[src/pll_seq_pkg.sv]
// package: constants for the pll reset and init sequencing controller
//
// Summary of operation
// RULE_01: page 0x10 offset 0x49 bit 4 holds video-input pll fsm in reset.
// RULE_02: page 0x14 offset 0x49 bit 4 holds serial-link pll fsm in reset.
// RULE_03: writes to paged pll reset registers keep low four bits zero.
// RULE_04: first init clears bit 5 of address 0x5B.
// RULE_05: first init writes 0x02 to address 0x16.
// RULE_06: first init sets bit 4 of address 0x04.
// RULE_07: pll resets start only after the tmds clock is stable.
// RULE_08: video pll reset: 0x10->0x40, 0x49->0x41, 0x10->0x42, 0x00->0x42.
// RULE_09: then link pll reset: 0x14->0x40, 0x49->0x41, 0x10->0x42, 0x00->0x42.
// RULE_10: supplies, settle, raise power-down pin, then allow video input.
// RULE_11: no device input is driven before supplies are steady.
// RULE_12: power-down pin is active low, driven by this controller.
// RULE_13: paged registers reached via page 0x40, offset 0x41, data 0x42.
// RULE_14: wait at least 2 ms after pin rises before bus access.
// RULE_15: hard reset holds the power-down pin low at least 2 ms.
// RULE_16: tmds clock stable within 0.5 percent for at least 1 us first.
// RULE_17: first init, user config included, finishes before pll resets; the pll start waits for first init only, not for user writes.
package pll_seq_pkg;
   localparam int CLK_MHZ          = 125;
   localparam int T_BUS_READY_MS   = 2;
   localparam int T_HARD_RESET_MS  = 2;
   localparam int T_CLK_STABLE_US  = 1;
   localparam int BUS_READY_CYC    = T_BUS_READY_MS * 1000 * CLK_MHZ;
   localparam int HARD_RESET_CYC   = T_HARD_RESET_MS * 1000 * CLK_MHZ;
   localparam int CLK_STABLE_CYC   = T_CLK_STABLE_US * CLK_MHZ;

   // device configuration-bus addresses and values
   localparam logic [7:0] DEV_PAGE_SEL   = 8'h40;
   localparam logic [7:0] DEV_PAGE_OFS   = 8'h41;
   localparam logic [7:0] DEV_PAGE_DATA  = 8'h42;
   localparam logic [7:0] PAGE_VIDEO_PLL = 8'h10;
   localparam logic [7:0] PAGE_LINK_PLL  = 8'h14;
   localparam logic [7:0] PLL_CTRL_OFS   = 8'h49;
   localparam int         PLL_RESET_BIT  = 4;
   localparam logic [7:0] PLL_CTRL_RESET = 8'h00;
   localparam logic [7:0] PLL_CTRL_RSV   = 8'h0F;
   localparam logic [7:0] PLL_ASSERT     = 8'h10;
   localparam logic [7:0] PLL_RELEASE    = 8'h00;
   localparam logic [7:0] FREQ_RST_ADDR  = 8'h5B;
   localparam int         FREQ_RST_BIT   = 5;
   localparam logic [7:0] GLITCH_ADDR    = 8'h16;
   localparam logic [7:0] GLITCH_VAL     = 8'h02;
   localparam logic [7:0] BLANK_ADDR     = 8'h04;
   localparam int         BLANK_BIT      = 4;

   // controller registers on apb (byte addresses)
   localparam logic [11:0] REG_CTRL    = 12'h000;
   localparam logic [11:0] REG_STATUS  = 12'h004;
   localparam logic [11:0] REG_USER    = 12'h008;
   localparam logic [11:0] REG_RDDATA  = 12'h00C;
   localparam int CTRL_START      = 0;
   localparam int CTRL_PLL_GO     = 1;
   localparam int CTRL_HARD_RESET = 2;
   localparam int CTRL_USER_WR    = 3;
   localparam int CTRL_USER_RD    = 4;
   localparam int ST_BUSY         = 0;
   localparam int ST_INIT_DONE    = 1;
   localparam int ST_PLL_DONE     = 2;
   localparam int ST_PIN          = 3;
   localparam int ST_BUS_ERR      = 4;
   localparam int ST_CLK_OK       = 5;
   localparam int ST_VIDEO_EN     = 6;

   typedef enum logic [1:0] {
      OP_WRITE,
      OP_READ,
      OP_RMW_SET,
      OP_RMW_CLR
   } op_e;
endpackage

[src/pll_reset_init_sequencer.sv]
// module: host-side power-up, init and pll reset sequencer
`timescale 1ns/1ns
module pll_reset_init_sequencer #(
   parameter int BUS_READY_CYC  = pll_seq_pkg::BUS_READY_CYC,
   parameter int HARD_RESET_CYC = pll_seq_pkg::HARD_RESET_CYC,
   parameter int CLK_STABLE_CYC = pll_seq_pkg::CLK_STABLE_CYC
) (
   input  wire logic        pclk,
   input  wire logic        presetn,
   input  wire logic        psel,
   input  wire logic        penable,
   input  wire logic        pwrite,
   input  wire logic [11:0] paddr,
   input  wire logic [31:0] pwdata,
   output logic             pready,
   output logic [31:0]      prdata,
   output logic             pslverr,
   input  wire logic        supplies_good,
   input  wire logic        tmds_clk_ok,
   output logic             power_down_bar_pin,
   output logic             video_input_enable,
   output logic             cfg_req,
   output logic             cfg_write,
   output logic [7:0]       cfg_addr,
   output logic [7:0]       cfg_wdata,
   input  wire logic        cfg_ack,
   input  wire logic        cfg_err,
   input  wire logic [7:0]  cfg_rdata
);
   initial begin
      if (BUS_READY_CYC < 1 || HARD_RESET_CYC < 1 || CLK_STABLE_CYC < 1)
         $error("sequencer counts must be at least one");
   end

   typedef enum {
      S_OFF, S_PIN_LOW, S_BUS_WAIT, S_IDLE,
      S_FR_RD, S_FR_WR, S_GL_WR, S_BK_RD, S_BK_WR,
      S_CLK_WAIT, S_PLL_STEP, S_USER, S_ERR
   } state_e;

   // ------------------------------------------------------------------
   // pin synchronisers
   // ------------------------------------------------------------------
   logic [1:0] sup_sync_r;
   logic [1:0] tmds_sync_r;
   logic       sup_ok;
   logic       tmds_ok;

   always_ff @(posedge pclk or negedge presetn) begin
      if (!presetn) begin
         sup_sync_r  <= 2'h0;
         tmds_sync_r <= 2'h0;
      end else begin
         sup_sync_r  <= {sup_sync_r[0], supplies_good};
         tmds_sync_r <= {tmds_sync_r[0], tmds_clk_ok};
      end
   end
   assign sup_ok  = sup_sync_r[1];
   assign tmds_ok = tmds_sync_r[1];

   // ------------------------------------------------------------------
   // sequencer
   // ------------------------------------------------------------------
   state_e      st_r, st_nxt;
   logic [31:0] cnt_r, cnt_nxt;
   logic [2:0]  step_r, step_nxt;
   logic        req_r, req_nxt;
   logic        wr_r, wr_nxt;
   logic [7:0]  addr_r, addr_nxt;
   logic [7:0]  wdata_r, wdata_nxt;
   logic [7:0]  rd_r, rd_nxt;
   logic        pin_r, pin_nxt;
   logic        vid_r, vid_nxt;
   logic        init_done_r, init_done_nxt;
   logic        pll_done_r, pll_done_nxt;
   logic        err_r, err_nxt;
   logic        clk_seen_r, clk_seen_nxt;
   logic [15:0] user_r, user_nxt;
   logic        start_p, pll_go_p, hard_p, uwr_p, urd_p;

   // one paged pll write in sequence; data-port writes keep low nibble zero
   function automatic logic [15:0] pll_step(input logic [2:0] s);
      logic [7:0] page;
      page = s[2] ? pll_seq_pkg::PAGE_LINK_PLL
                  : pll_seq_pkg::PAGE_VIDEO_PLL;          // [RULE_09]
      unique case (s[1:0])
         2'd0: pll_step = {pll_seq_pkg::DEV_PAGE_SEL, page};   // [RULE_13]
         2'd1: pll_step = {pll_seq_pkg::DEV_PAGE_OFS,
                           pll_seq_pkg::PLL_CTRL_OFS};
         2'd2: pll_step = {pll_seq_pkg::DEV_PAGE_DATA,
                           pll_seq_pkg::PLL_ASSERT &
                           ~pll_seq_pkg::PLL_CTRL_RSV};   // [RULE_01] [RULE_03]
         default: pll_step = {pll_seq_pkg::DEV_PAGE_DATA,
                           pll_seq_pkg::PLL_RELEASE &
                           ~pll_seq_pkg::PLL_CTRL_RSV};   // [RULE_02] [RULE_03]
      endcase
   endfunction

   task automatic issue(input logic w, input logic [7:0] a,
                        input logic [7:0] d);
      req_nxt   = 1'b1;
      wr_nxt    = w;
      addr_nxt  = a;
      wdata_nxt = d;
   endtask

   // a call result cannot be part-selected, so the steps are held as nets
   logic [15:0] op_first;
   logic [15:0] op_next;
   assign op_first = pll_step(3'd0);
   assign op_next  = pll_step(step_r + 3'd1);

   always_comb begin
      st_nxt        = st_r;
      cnt_nxt       = cnt_r;
      step_nxt      = step_r;
      req_nxt       = req_r;
      wr_nxt        = wr_r;
      addr_nxt      = addr_r;
      wdata_nxt     = wdata_r;
      rd_nxt        = rd_r;
      pin_nxt       = pin_r;
      vid_nxt       = vid_r;
      init_done_nxt = init_done_r;
      pll_done_nxt  = pll_done_r;
      err_nxt       = err_r;
      clk_seen_nxt  = clk_seen_r;
      if (req_r && cfg_ack) begin
         req_nxt = 1'b0;
         rd_nxt  = cfg_rdata;
         if (cfg_err)
            err_nxt = 1'b1;
      end
      if (hard_p && st_r != S_OFF) begin
         pin_nxt      = 1'b0;                              // [RULE_15]
         vid_nxt      = 1'b0;
         req_nxt      = 1'b0;
         cnt_nxt      = 32'h0;
         init_done_nxt = 1'b0;
         pll_done_nxt = 1'b0;
         st_nxt       = S_PIN_LOW;
      end else begin
         unique case (st_r)
            S_OFF: begin
               if (sup_ok) begin                           // [RULE_10] [RULE_11]
                  pin_nxt = 1'b1;                          // [RULE_12]
                  cnt_nxt = 32'h0;
                  st_nxt  = S_BUS_WAIT;
               end
            end
            S_PIN_LOW: begin
               cnt_nxt = cnt_r + 32'h1;
               if (cnt_r >= 32'(HARD_RESET_CYC - 1) && sup_ok) begin // [RULE_15]
                  pin_nxt = 1'b1;
                  cnt_nxt = 32'h0;
                  st_nxt  = S_BUS_WAIT;
               end
            end
            S_BUS_WAIT: begin
               cnt_nxt = cnt_r + 32'h1;
               if (cnt_r >= 32'(BUS_READY_CYC - 1))        // [RULE_14]
                  st_nxt = S_IDLE;
            end
            S_IDLE: begin
               if (start_p) begin
                  err_nxt = 1'b0;
                  issue(1'b0, pll_seq_pkg::FREQ_RST_ADDR, 8'h00);
                  st_nxt = S_FR_RD;
               end else if (pll_go_p && init_done_r) begin // [RULE_17]
                  err_nxt      = 1'b0;
                  cnt_nxt      = 32'h0;
                  clk_seen_nxt = 1'b0;
                  st_nxt       = S_CLK_WAIT;
               end else if (uwr_p || urd_p) begin
                  issue(uwr_p, user_r[15:8], user_r[7:0]);
                  st_nxt = S_USER;
               end
            end
            S_FR_RD: if (!req_r) begin
               issue(1'b1, pll_seq_pkg::FREQ_RST_ADDR,
                     rd_r & ~(8'h01 << pll_seq_pkg::FREQ_RST_BIT)); // [RULE_04]
               st_nxt = S_FR_WR;
            end
            S_FR_WR: if (!req_r) begin
               issue(1'b1, pll_seq_pkg::GLITCH_ADDR,
                     pll_seq_pkg::GLITCH_VAL);             // [RULE_05]
               st_nxt = S_GL_WR;
            end
            S_GL_WR: if (!req_r) begin
               issue(1'b0, pll_seq_pkg::BLANK_ADDR, 8'h00);
               st_nxt = S_BK_RD;
            end
            S_BK_RD: if (!req_r) begin
               issue(1'b1, pll_seq_pkg::BLANK_ADDR,
                     rd_r | (8'h01 << pll_seq_pkg::BLANK_BIT)); // [RULE_06]
               st_nxt = S_BK_WR;
            end
            S_BK_WR: if (!req_r) begin
               init_done_nxt = !err_r;
               vid_nxt       = !err_r;                     // [RULE_10]
               st_nxt        = err_r ? S_ERR : S_IDLE;
            end
            S_CLK_WAIT: begin
               // a clock dropout restarts the stability window
               cnt_nxt = tmds_ok ? cnt_r + 32'h1 : 32'h0;
               if (tmds_ok && cnt_r >= 32'(CLK_STABLE_CYC - 1)) begin // [RULE_07] [RULE_16]
                  clk_seen_nxt = 1'b1;
                  step_nxt     = 3'd0;
                  issue(1'b1, op_first[15:8], op_first[7:0]);
                  st_nxt = S_PLL_STEP;
               end
            end
            S_PLL_STEP: if (!req_r) begin
               if (step_r == 3'd7) begin                   // [RULE_08] [RULE_09]
                  pll_done_nxt = !err_r;
                  st_nxt       = err_r ? S_ERR : S_IDLE;
               end else begin
                  step_nxt = step_r + 3'd1;
                  issue(1'b1, op_next[15:8], op_next[7:0]);
               end
            end
            S_USER: if (!req_r)
               st_nxt = S_IDLE;
            S_ERR: if (start_p) begin
               err_nxt = 1'b0;
               issue(1'b0, pll_seq_pkg::FREQ_RST_ADDR, 8'h00);
               st_nxt = S_FR_RD;
            end
         endcase
      end
   end

   always_ff @(posedge pclk or negedge presetn) begin
      if (!presetn) begin
         st_r        <= S_OFF;
         cnt_r       <= 32'h0;
         step_r      <= 3'd0;
         req_r       <= 1'b0;
         wr_r        <= 1'b0;
         addr_r      <= 8'h00;
         wdata_r     <= 8'h00;
         rd_r        <= 8'h00;
         pin_r       <= 1'b0;
         vid_r       <= 1'b0;
         init_done_r <= 1'b0;
         pll_done_r  <= 1'b0;
         err_r       <= 1'b0;
         clk_seen_r  <= 1'b0;
      end else begin
         st_r        <= st_nxt;
         cnt_r       <= cnt_nxt;
         step_r      <= step_nxt;
         req_r       <= req_nxt;
         wr_r        <= wr_nxt;
         addr_r      <= addr_nxt;
         wdata_r     <= wdata_nxt;
         rd_r        <= rd_nxt;
         pin_r       <= pin_nxt;
         vid_r       <= vid_nxt;
         init_done_r <= init_done_nxt;
         pll_done_r  <= pll_done_nxt;
         err_r       <= err_nxt;
         clk_seen_r  <= clk_seen_nxt;
      end
   end

   // request and video enable held low until the pin rises; address, data and write keep last values
   assign power_down_bar_pin = pin_r;
   assign video_input_enable = vid_r;
   assign cfg_req            = req_r;
   assign cfg_write          = wr_r;
   assign cfg_addr           = addr_r;
   assign cfg_wdata          = wdata_r;

   // ------------------------------------------------------------------
   // apb slave
   // ------------------------------------------------------------------
   logic        wr_acc;
   logic        rd_acc;
   logic        mapped;
   logic [31:0] prdata_r, prdata_nxt;

   assign wr_acc  = psel && penable && pwrite;
   assign rd_acc  = psel && !penable && !pwrite;
   assign mapped  = paddr == pll_seq_pkg::REG_CTRL
                 || paddr == pll_seq_pkg::REG_STATUS
                 || paddr == pll_seq_pkg::REG_USER
                 || paddr == pll_seq_pkg::REG_RDDATA;
   assign pready  = 1'b1;
   assign pslverr = psel && penable && !mapped;
   assign prdata  = prdata_r;

   assign start_p  = wr_acc && paddr == pll_seq_pkg::REG_CTRL
                     && pwdata[pll_seq_pkg::CTRL_START];
   assign pll_go_p = wr_acc && paddr == pll_seq_pkg::REG_CTRL
                     && pwdata[pll_seq_pkg::CTRL_PLL_GO];
   assign hard_p   = wr_acc && paddr == pll_seq_pkg::REG_CTRL
                     && pwdata[pll_seq_pkg::CTRL_HARD_RESET];
   assign uwr_p    = wr_acc && paddr == pll_seq_pkg::REG_CTRL
                     && pwdata[pll_seq_pkg::CTRL_USER_WR];
   assign urd_p    = wr_acc && paddr == pll_seq_pkg::REG_CTRL
                     && pwdata[pll_seq_pkg::CTRL_USER_RD];

   always_comb begin
      user_nxt   = user_r;
      prdata_nxt = prdata_r;
      if (wr_acc && paddr == pll_seq_pkg::REG_USER)
         user_nxt = pwdata[15:0];
      if (rd_acc) begin
         unique case (paddr)
            pll_seq_pkg::REG_STATUS:
               prdata_nxt = {25'h0, vid_r, clk_seen_r, err_r, pin_r,
                             pll_done_r, init_done_r, st_r != S_IDLE};
            pll_seq_pkg::REG_USER:   prdata_nxt = {16'h0, user_r};
            pll_seq_pkg::REG_RDDATA: prdata_nxt = {24'h0, rd_r};
            default:                 prdata_nxt = 32'h0;
         endcase
      end
   end

   always_ff @(posedge pclk or negedge presetn) begin
      if (!presetn) begin
         user_r   <= 16'h0000;
         prdata_r <= 32'h0;
      end else begin
         user_r   <= user_nxt;
         prdata_r <= prdata_nxt;
      end
   end
endmodule

[config.mk]
export PLATFORM = sky130hd
export DESIGN_NAME = pll_reset_init_sequencer
export DESIGN_NICKNAME = d
export VERILOG_FILES = /design/src/pll_seq_pkg.sv /design/src/pll_reset_init_sequencer.sv
export SDC_FILE = /design/constraint.sdc
export NUM_CORES = 1
export LEC_CHECK = 0
export ABC_AREA = 1
export ABC_CLOCK_PERIOD_IN_PS = 4000
export BUFFER_PORTS_ARGS = -buffer_cell sky130_fd_sc_hd__buf_2
export CORE_ASPECT_RATIO = 0.9
export CORE_MARGIN = 8
export CORE_UTILIZATION = 35
export CTS_BUF_LIST = sky130_fd_sc_hd__clkbuf_4 sky130_fd_sc_hd__clkbuf_8 sky130_fd_sc_hd__clkbuf_16
export CTS_CLUSTER_SIZE = 28
export DETAILED_ROUTE_END_ITERATION = 8
export GPL_TIMING_DRIVEN = 0
export SLEW_MARGIN = 20
export SYNTH_ARGS = -nofsm -noshare
export SYNTH_HDL_FRONTEND = slang
export SYNTH_SLANG_ARGS = --single-unit
[constraint.sdc]
create_clock -name pclk -period 4 [get_ports pclk]
set_input_delay 0.6 -clock pclk [delete_from_list [all_inputs] [get_ports pclk]]
set_output_delay 0.6 -clock pclk [all_outputs]
set_load 0.02 [all_outputs]
==> reports/metrics.csv, run 1 <==
stage,metric,value,unit
synthesis,Mean Syn Cell Area,6.86,sq um
power,Power Dens Cells,492,mW/mm^2
power,Switching Share,44.3,%
floorplan,Core ar.,0.0192,sq mm
synthesis,Synth Register Bits,106,
critical_path,reg2reg start,st_r[2],
routing,mean number of vias per cell,4.97,
synthesis,Synth Warn #,0,
clock_tree,clock slew at reported path FFs,90,ps
routing,WL per Instance,15.9,um
synthesis,top-count cell post-synth,nand2_1,
routing,Routed Antenna Nets,0,
critical_path,WP buf/inv,3,
floorplan,row count,48,
critical_path,CP Data Required Time,4210,ps
floorplan,DIE WIDTH,163,um
critical_path,CP top delay family,simple AND/OR/NAND/NOR gates,
clock_tree,H-Tree Depth,3,
run_status,status,"complete, no violations",
min_path,Worst Hold Class,in -> async,
power,Internal,2.18,mW
timing,max-slew violations,0,
clock_tree,CTS Sinks,106,
synthesis,post-synthesis cell count,995,
final_layout,Util after Layout,41.6,%
timing,Worst-Margin Slew,645,ps
critical_path,crit path max fanout,10,
routing,vias post-DR,6752,
clock_tree,"Hold-fix buffers, CTS",0,
critical_path,Reg2Reg Setup Slack,1420,ps
timing,Setup TNS Final,0,ps
global_route,global-route wire length before repair,35800,um
synthesis,Area contributors post-synth,"dfrtp_1, nand2_1, nand3_1",
synthesis,top cell type's share of synthesized area,38.9,%
final_layout,Final Non-Filler Cells,1358,
routing,DR pass1 iterations,5,
power,fraction of power consumed by sequential logic,34.8,%
timing,# setup viols final,0,
clock_tree,CTS max path bufs,2,
global_route,largest net degree at the start of global routing,77,
power,total power,3.91,mW
routing,drt initial violations,642,
timing,unrepaired setup endpoints after global routing,false,
timing,Setup Skew,17.4,ps
critical_path,Max stage delay on crit path,520,ps
global_route,vias in the first global route,6634,
critical_path,worst reg2reg path endpoint,cnt_r[30],
synthesis,Synth cell types,39,
power,Switching Power,1.73,mW
synthesis,"Async S/R FF share, synth",100,%
global_route,initial antenna violation count,0,
critical_path,Worst path slowest cell,clkbuf_1,
final_layout,Area Growth Syn to Fin,16.6,%
critical_path,CP Class,reg -> reg,
clock_tree,worst skew pair latency,360,ps
place,Placed Cells,1342,
place,Post-DP HPWL,16900,um
clock_tree,post_cts resized,0,
synthesis,top_reg_cell synth,dfrtp_1,
floorplan,Starting Density,35.6,%
routing,Routed WL,21600,um
power,Clk pwr share,25.2,%
synthesis,"area leader, netlist",dfrtp_1,
critical_path,CP Capture Type,register,
clock_tree,post-CTS setup buffers,0,
routing,drt drc,0,
timing,fmax,387,MHz
global_route,total grt overflow,0,
place,gpl congestion,0.897,
synthesis,Post-synth EDFFs,0,
critical_path,WP data arrival,2790,ps
power,VDD IR max,293,uV
critical_path,"critical path, cell by cell",inv_2 -> nand2_2 -> inv_2 -> nand2_1 -> nand4_1 -> nand2_1 -> clkbuf_1 -> o22ai_1,
clock_tree,total CTS buffers,9,
clock_tree,CTS tree,yes,
floorplan,die area,0.0242,sq mm
critical_path,Startpoint Class,register,
power,combinational share of power,39.9,%
floorplan,number of I/O pins,115,
clock_tree,cell at the root of the clock tree,clkbuf_16,
final_layout,ant diodes,0,
timing,relative slew slack,56.7,%
timing,final count of hold timing violations,0,
synthesis,Netlist Area Pre-Place,0.00683,sq mm
power,Lkg Pwr,4.20,nW
synthesis,top post-synthesis cells by count,"nand2_1, inv_1, nand3_1, dfrtp_1, nor2_1",
timing,Tmin final,2580,ps
final_layout,share of layout cells above drive strength 1,14.5,%
synthesis,register area share after synthesis,38.9,%
timing,final worst-path cycle share,64.5,%
critical_path,FF-to-FF path depth,8,
global_route,gr usage total,18.4,%
job,Max-Cap Viols,0,
final_layout,Nets,1171,
place,Buffers on Ports,81,
floorplan,die span in y,148,um
==> cell type report <==
class                      instances  area, sq um
buffer                            44          248
clock buffer                       9          225
clock inverter                     7          103
fill                            2039        11200
inverter                         133          499
multi-input combinational        727         3480
sequential                       106         2650
tap                              250          313
timing repair buffer              82          439
==> layer usage <==
| metal | GRT usage [%] | up-vias | part of all wire (%) |
|---|---|---|---|
| met2 | 28.5 | 206 | 44 |
| met4 | 3.99 | 0 | 1.2 |
| met3 | 3.01 | 20 | 6.8 |
| li1 | - | 3402 | - |
| met1 | 26.4 | 3124 | 48 |
| met5 | 0 | - | 0 |
==> cell usage in the layout, fill, tap and decap left out, drive strengths merged, types with 6 or more instances in the layout <==
cell type | Yosys | layout
nand2 | 304 | 304
inv | 133 | 137
nand3 | 117 | 117
nor2 | 109 | 109
buf | 27 | 109
dfrtp | 106 | 106
o21ai | 30 | 30
clkbuf | 17 | 26
a21oi | 24 | 24
nand4 | 22 | 22
nor3 | 22 | 22
xor2 | 18 | 18
o22ai | 17 | 17
conb | 2 | 17
mux2 | 12 | 12
o221ai | 9 | 9
ha | 7 | 7
o31ai | 6 | 6
==> worst reg2reg max path: stages (launching register included) <==
cell      delay, ps
dfrtp_1         470
inv_2           120
nand2_2         180
inv_2            80
nand2_1         140
nand4_1         430
nand2_1         350
clkbuf_1        530
o22ai_1         150
==> sequential cells by signal, summed over array words and instances (netlist names), 3 cells and up <==
register,cells
user_r,16
cnt_r,32
prdata,16
rd_r,8
cfg_wdata,8
cfg_addr,8
st_r,4
step_r,3
==> power by group through the flow <==
stage	registers, mW	clock network [mW]	logic, mW
final	1.36	0.988	1.56
after global routing	1.39	1.04	1.74
after CTS	1.36	1.01	1.56
after detailed placement	1.38	0	1.55
after global placement	1.38	0	1.54
after floorplan	1.43	0	0.975
==> logic make-up (layout without fill, tap and decap cells) <==
| logic type | after synthesis | count (layout) | share of synthesized area [%] |
|---|---|---|---|
| other | 2 | 17 | 0.110 |
| buffers and inverters | 177 | 275 | 10.9 |
| AND/OR/NAND/NOR | 576 | 576 | 35.7 |
| XOR/XNOR | 18 | 18 | 2.31 |
| adder cells (fa/ha/maj) | 7 | 7 | 1.28 |
| AO/OA/AOI/OAI | 97 | 97 | 8.80 |
| multiplexers | 12 | 12 | 1.98 |
| flip-flops | 106 | 106 | 38.9 |
==> through the flow <==
| stage | hold WS (ps) | area (sq um) | setup slack, ps |
|---|---|---|---|
| floorplan | 304 | 6880 | 1900 |
| global placement | 333 | 7600 | 963 |
| detailed placement | 337 | 7630 | 1100 |
| CTS | 117 | 7960 | 1420 |
| global route | 129 | 7960 | 1180 |
| finish | 113 | 7960 | 1420 |
==> worst max path at each step <==
stage / startpoint / end / cells past startpoint
floorplan: paddr[1] / cfg_addr[0] / 12
global placement: presetn / cfg_wdata[6] / 1
detailed placement: paddr[1] / cnt_r[4] / 8
CTS: st_r[2] / cnt_r[4] / 8
global route: st_r[1] / cfg_wdata[4] / 9
finish: st_r[2] / cnt_r[30] / 8
Note: power is estimated with default switching activity, not from simulation.
==> run 2: changes to the inputs <==
Settings changed: ABC_CLOCK_PERIOD_IN_PS 4000 to 2700.
Clock period 4 ns to 2.7 ns, I/O delays scaled along.
==> run 2 against run 1 <==
  * Highest routed layer unchanged
  * Count of clock-buffer cells in the layout stayed put
  * Combinational power grew 49%
  * Die area is the same
  * Register-to-register slack lost 1300 ps
  * Largest power group unchanged
  * Final cell count hardly changed
  * Critical path depth increased by 2
  * Wire length about the same
  * Hold slack better by 33 ps
  * Maximum frequency increased by 1.9%
  * Sequential share of layout area down 0.063 points
  * Flip-flop and latch count did not move
  * Sequential power rose by 49%
==> reports/metrics.csv, run 2 (synthesis gave the netlist of run 1 again) <==
stage,metric,value,unit
final_layout,max reg flops,32,
global_route,initial antenna violation count,0,
global_route,largest net degree at the start of global routing,77,
final_layout,"commonest non-fill, non-tap cell in the layout",nand2_1,
final_layout,Final Instance Area,0.00798,sq mm
critical_path,CP endpoint,cnt_r[30],
global_route,vias in the first global route,6637,
critical_path,critical path startpoint,st_r[2],
power,Clk pwr share,25.2,%
clock_tree,post-CTS setup buffers,0,
final_layout,Top reg by flops,cnt_r,
clock_tree,total CTS buffers,9,
power,VDD IR max,437,uV
power,Switching Share,44.2,%
final_layout,multi-input logic area,0.00349,sq mm
final_layout,fill count,2038,
final_layout,share of layout cells above drive strength 1,14.8,%
routing,DR pass1 iterations,5,
power,combinational share of power,40.0,%
place,Placement Cell Area,0.00763,sq mm
power,Internal,3.24,mW
critical_path,Reg2Reg Setup Slack,170,ps
timing,unrepaired setup endpoints after global routing,false,
timing,relative slew slack,56.7,%
floorplan,row count,48,
power,Lkg Pwr,4.21,nW
place,Buffers on Ports,81,
final_layout,sequential cell area,0.00265,sq mm
critical_path,CP Class,reg -> reg,
final_layout,ant diodes,0,
critical_path,CP Capture Type,register,
clock_tree,CTS max path bufs,2,
power,Switching Power,2.56,mW
floorplan,die area,0.0242,sq mm
timing,Tmin final,2530,ps
global_route,global-route wire length before repair,35800,um
routing,drt initial violations,625,
final_layout,most frequent cells in the layout,"nand2_1, inv_1, nand3_1",
place,gpl congestion,0.897,
clock_tree,CTS tree,yes,
run_status,status,"complete, no violations",
floorplan,DIE WIDTH,163,um
clock_tree,worst skew pair latency,370,ps
min_path,Worst Hold Class,in -> reg,
critical_path,FF-to-FF path depth,10,
floorplan,number of I/O pins,115,
critical_path,CP Data Required Time,2930,ps
timing,max-slew violations,0,
final_layout,Area Growth Syn to Fin,16.9,%
timing,fmax,395,MHz
global_route,total grt overflow,0,
timing,Setup Skew,16.1,ps
routing,WL per Instance,15.9,um
timing,Worst-Margin Slew,645,ps
routing,drt drc,0,
critical_path,reg2reg start,st_r[2],
routing,Routed Antenna Nets,0,
power,Power Dens Cells,727,mW/mm^2
timing,Setup TNS Final,0,ps
routing,Routed WL,21600,um
floorplan,Starting Density,35.6,%
routing,vias post-DR,6746,
critical_path,Max stage delay on crit path,480,ps
clock_tree,CTS Sinks,106,
floorplan,Core ar.,0.0192,sq mm
routing,mean number of vias per cell,4.96,
clock_tree,clock slew at reported path FFs,80,ps
job,Max-Cap Viols,0,
critical_path,worst reg2reg path endpoint,cnt_r[30],
power,fraction of power consumed by sequential logic,34.8,%
critical_path,"critical path, cell by cell",inv_2 -> nand2_2 -> inv_2 -> nand2_1 -> nand4_1 -> o21ai_1 -> inv_1 -> nand2_1 -> buf_2 -> o22ai_1,
final_layout,Nets,1172,
critical_path,CP top delay family,simple AND/OR/NAND/NOR gates,
timing,final count of hold timing violations,0,
clock_tree,H-Tree Depth,3,
final_layout,Util after Layout,41.6,%
critical_path,Startpoint Class,register,
floorplan,die span in y,148,um
critical_path,WP data arrival,2760,ps
global_route,gr usage total,18.4,%
critical_path,crit path max fanout,10,
critical_path,Worst path slowest cell,dfrtp_1,
timing,# setup viols final,0,
critical_path,WP buf/inv,4,
critical_path,Crit path depth,10,
timing,final worst-path cycle share,93.9,%
clock_tree,cell at the root of the clock tree,clkbuf_16,
place,Post-DP HPWL,16900,um
==> run 2: what timing repair did <==
action	4_1_cts	5_1_grt
hold endpoints to repair	30	0
hold buffers	1	0
gates resized for setup	0	5
setup endpoints to repair	0	14
==> run 2: layer usage <==
layer	up-vias	global-route usage [%]	routed length (um)
met2	209	28.5	9590
met1	3124	26.4	10300
met4	0	3.99	217
li1	3398	-	-
met3	15	3.01	1500
met5	-	0	0
==> run 2: through the flow <==
step	power, mW	instances	setup WS, ps	hold WS (ps)
3_5_place_dp	4.35	1342	-4.07	313
3_3_place_gp	4.33	1341	-142	333
5_1_grt	6.18	1359	11.6	140
2_1_floorplan	3.56	1010	799	109
4_1_cts	5.83	1359	120	135
6_report	5.80	1359	166	147
==> run 2: power by group through the flow <==
stage / Combinational [mW] / Clock (mW) / Sequential, mW
after floorplan: 1.44 / 0 / 2.12
after global placement: 2.28 / 0 / 2.05
after detailed placement: 2.30 / 0 / 2.05
after CTS: 2.31 / 1.50 / 2.02
after global routing: 2.58 / 1.54 / 2.06
final: 2.32 / 1.46 / 2.02
==> run 2: worst min-delay path by stage <==
stage / start / to / slack, ps / cells after the start
2_1_floorplan: presetn / cfg_addr[0] / 110 / 0
3_3_place_gp: sup_sync_r[0] / sup_sync_r[1] / 330 / 0
3_5_place_dp: presetn / init_done_r / 310 / 1
4_1_cts: supplies_good / sup_sync_r[0] / 130 / 1
5_1_grt: tmds_clk_ok / tmds_sync_r[0] / 140 / 1
6_report: supplies_good / sup_sync_r[0] / 150 / 1
==> run 2: final cells by class <==
cell class	count	area share, %
plain buffers	44	3.14
clock buffers	9	2.82
clock inverters	7	1.29
inverters	133	6.26
multi-input cells	727	43.7
flip-flops and latches	106	33.2
well taps	250	3.92
repair buffers	83	5.63
==> run 2: worst register-to-register path: stages (launching register included) <==
cell and delay (ps):
dfrtp_1 480, inv_2 120, nand2_2 180, inv_2 80, nand2_1 140, nand4_1 420
o21ai_1 380, inv_1 100, nand2_1 120, buf_2 290, o22ai_1 110
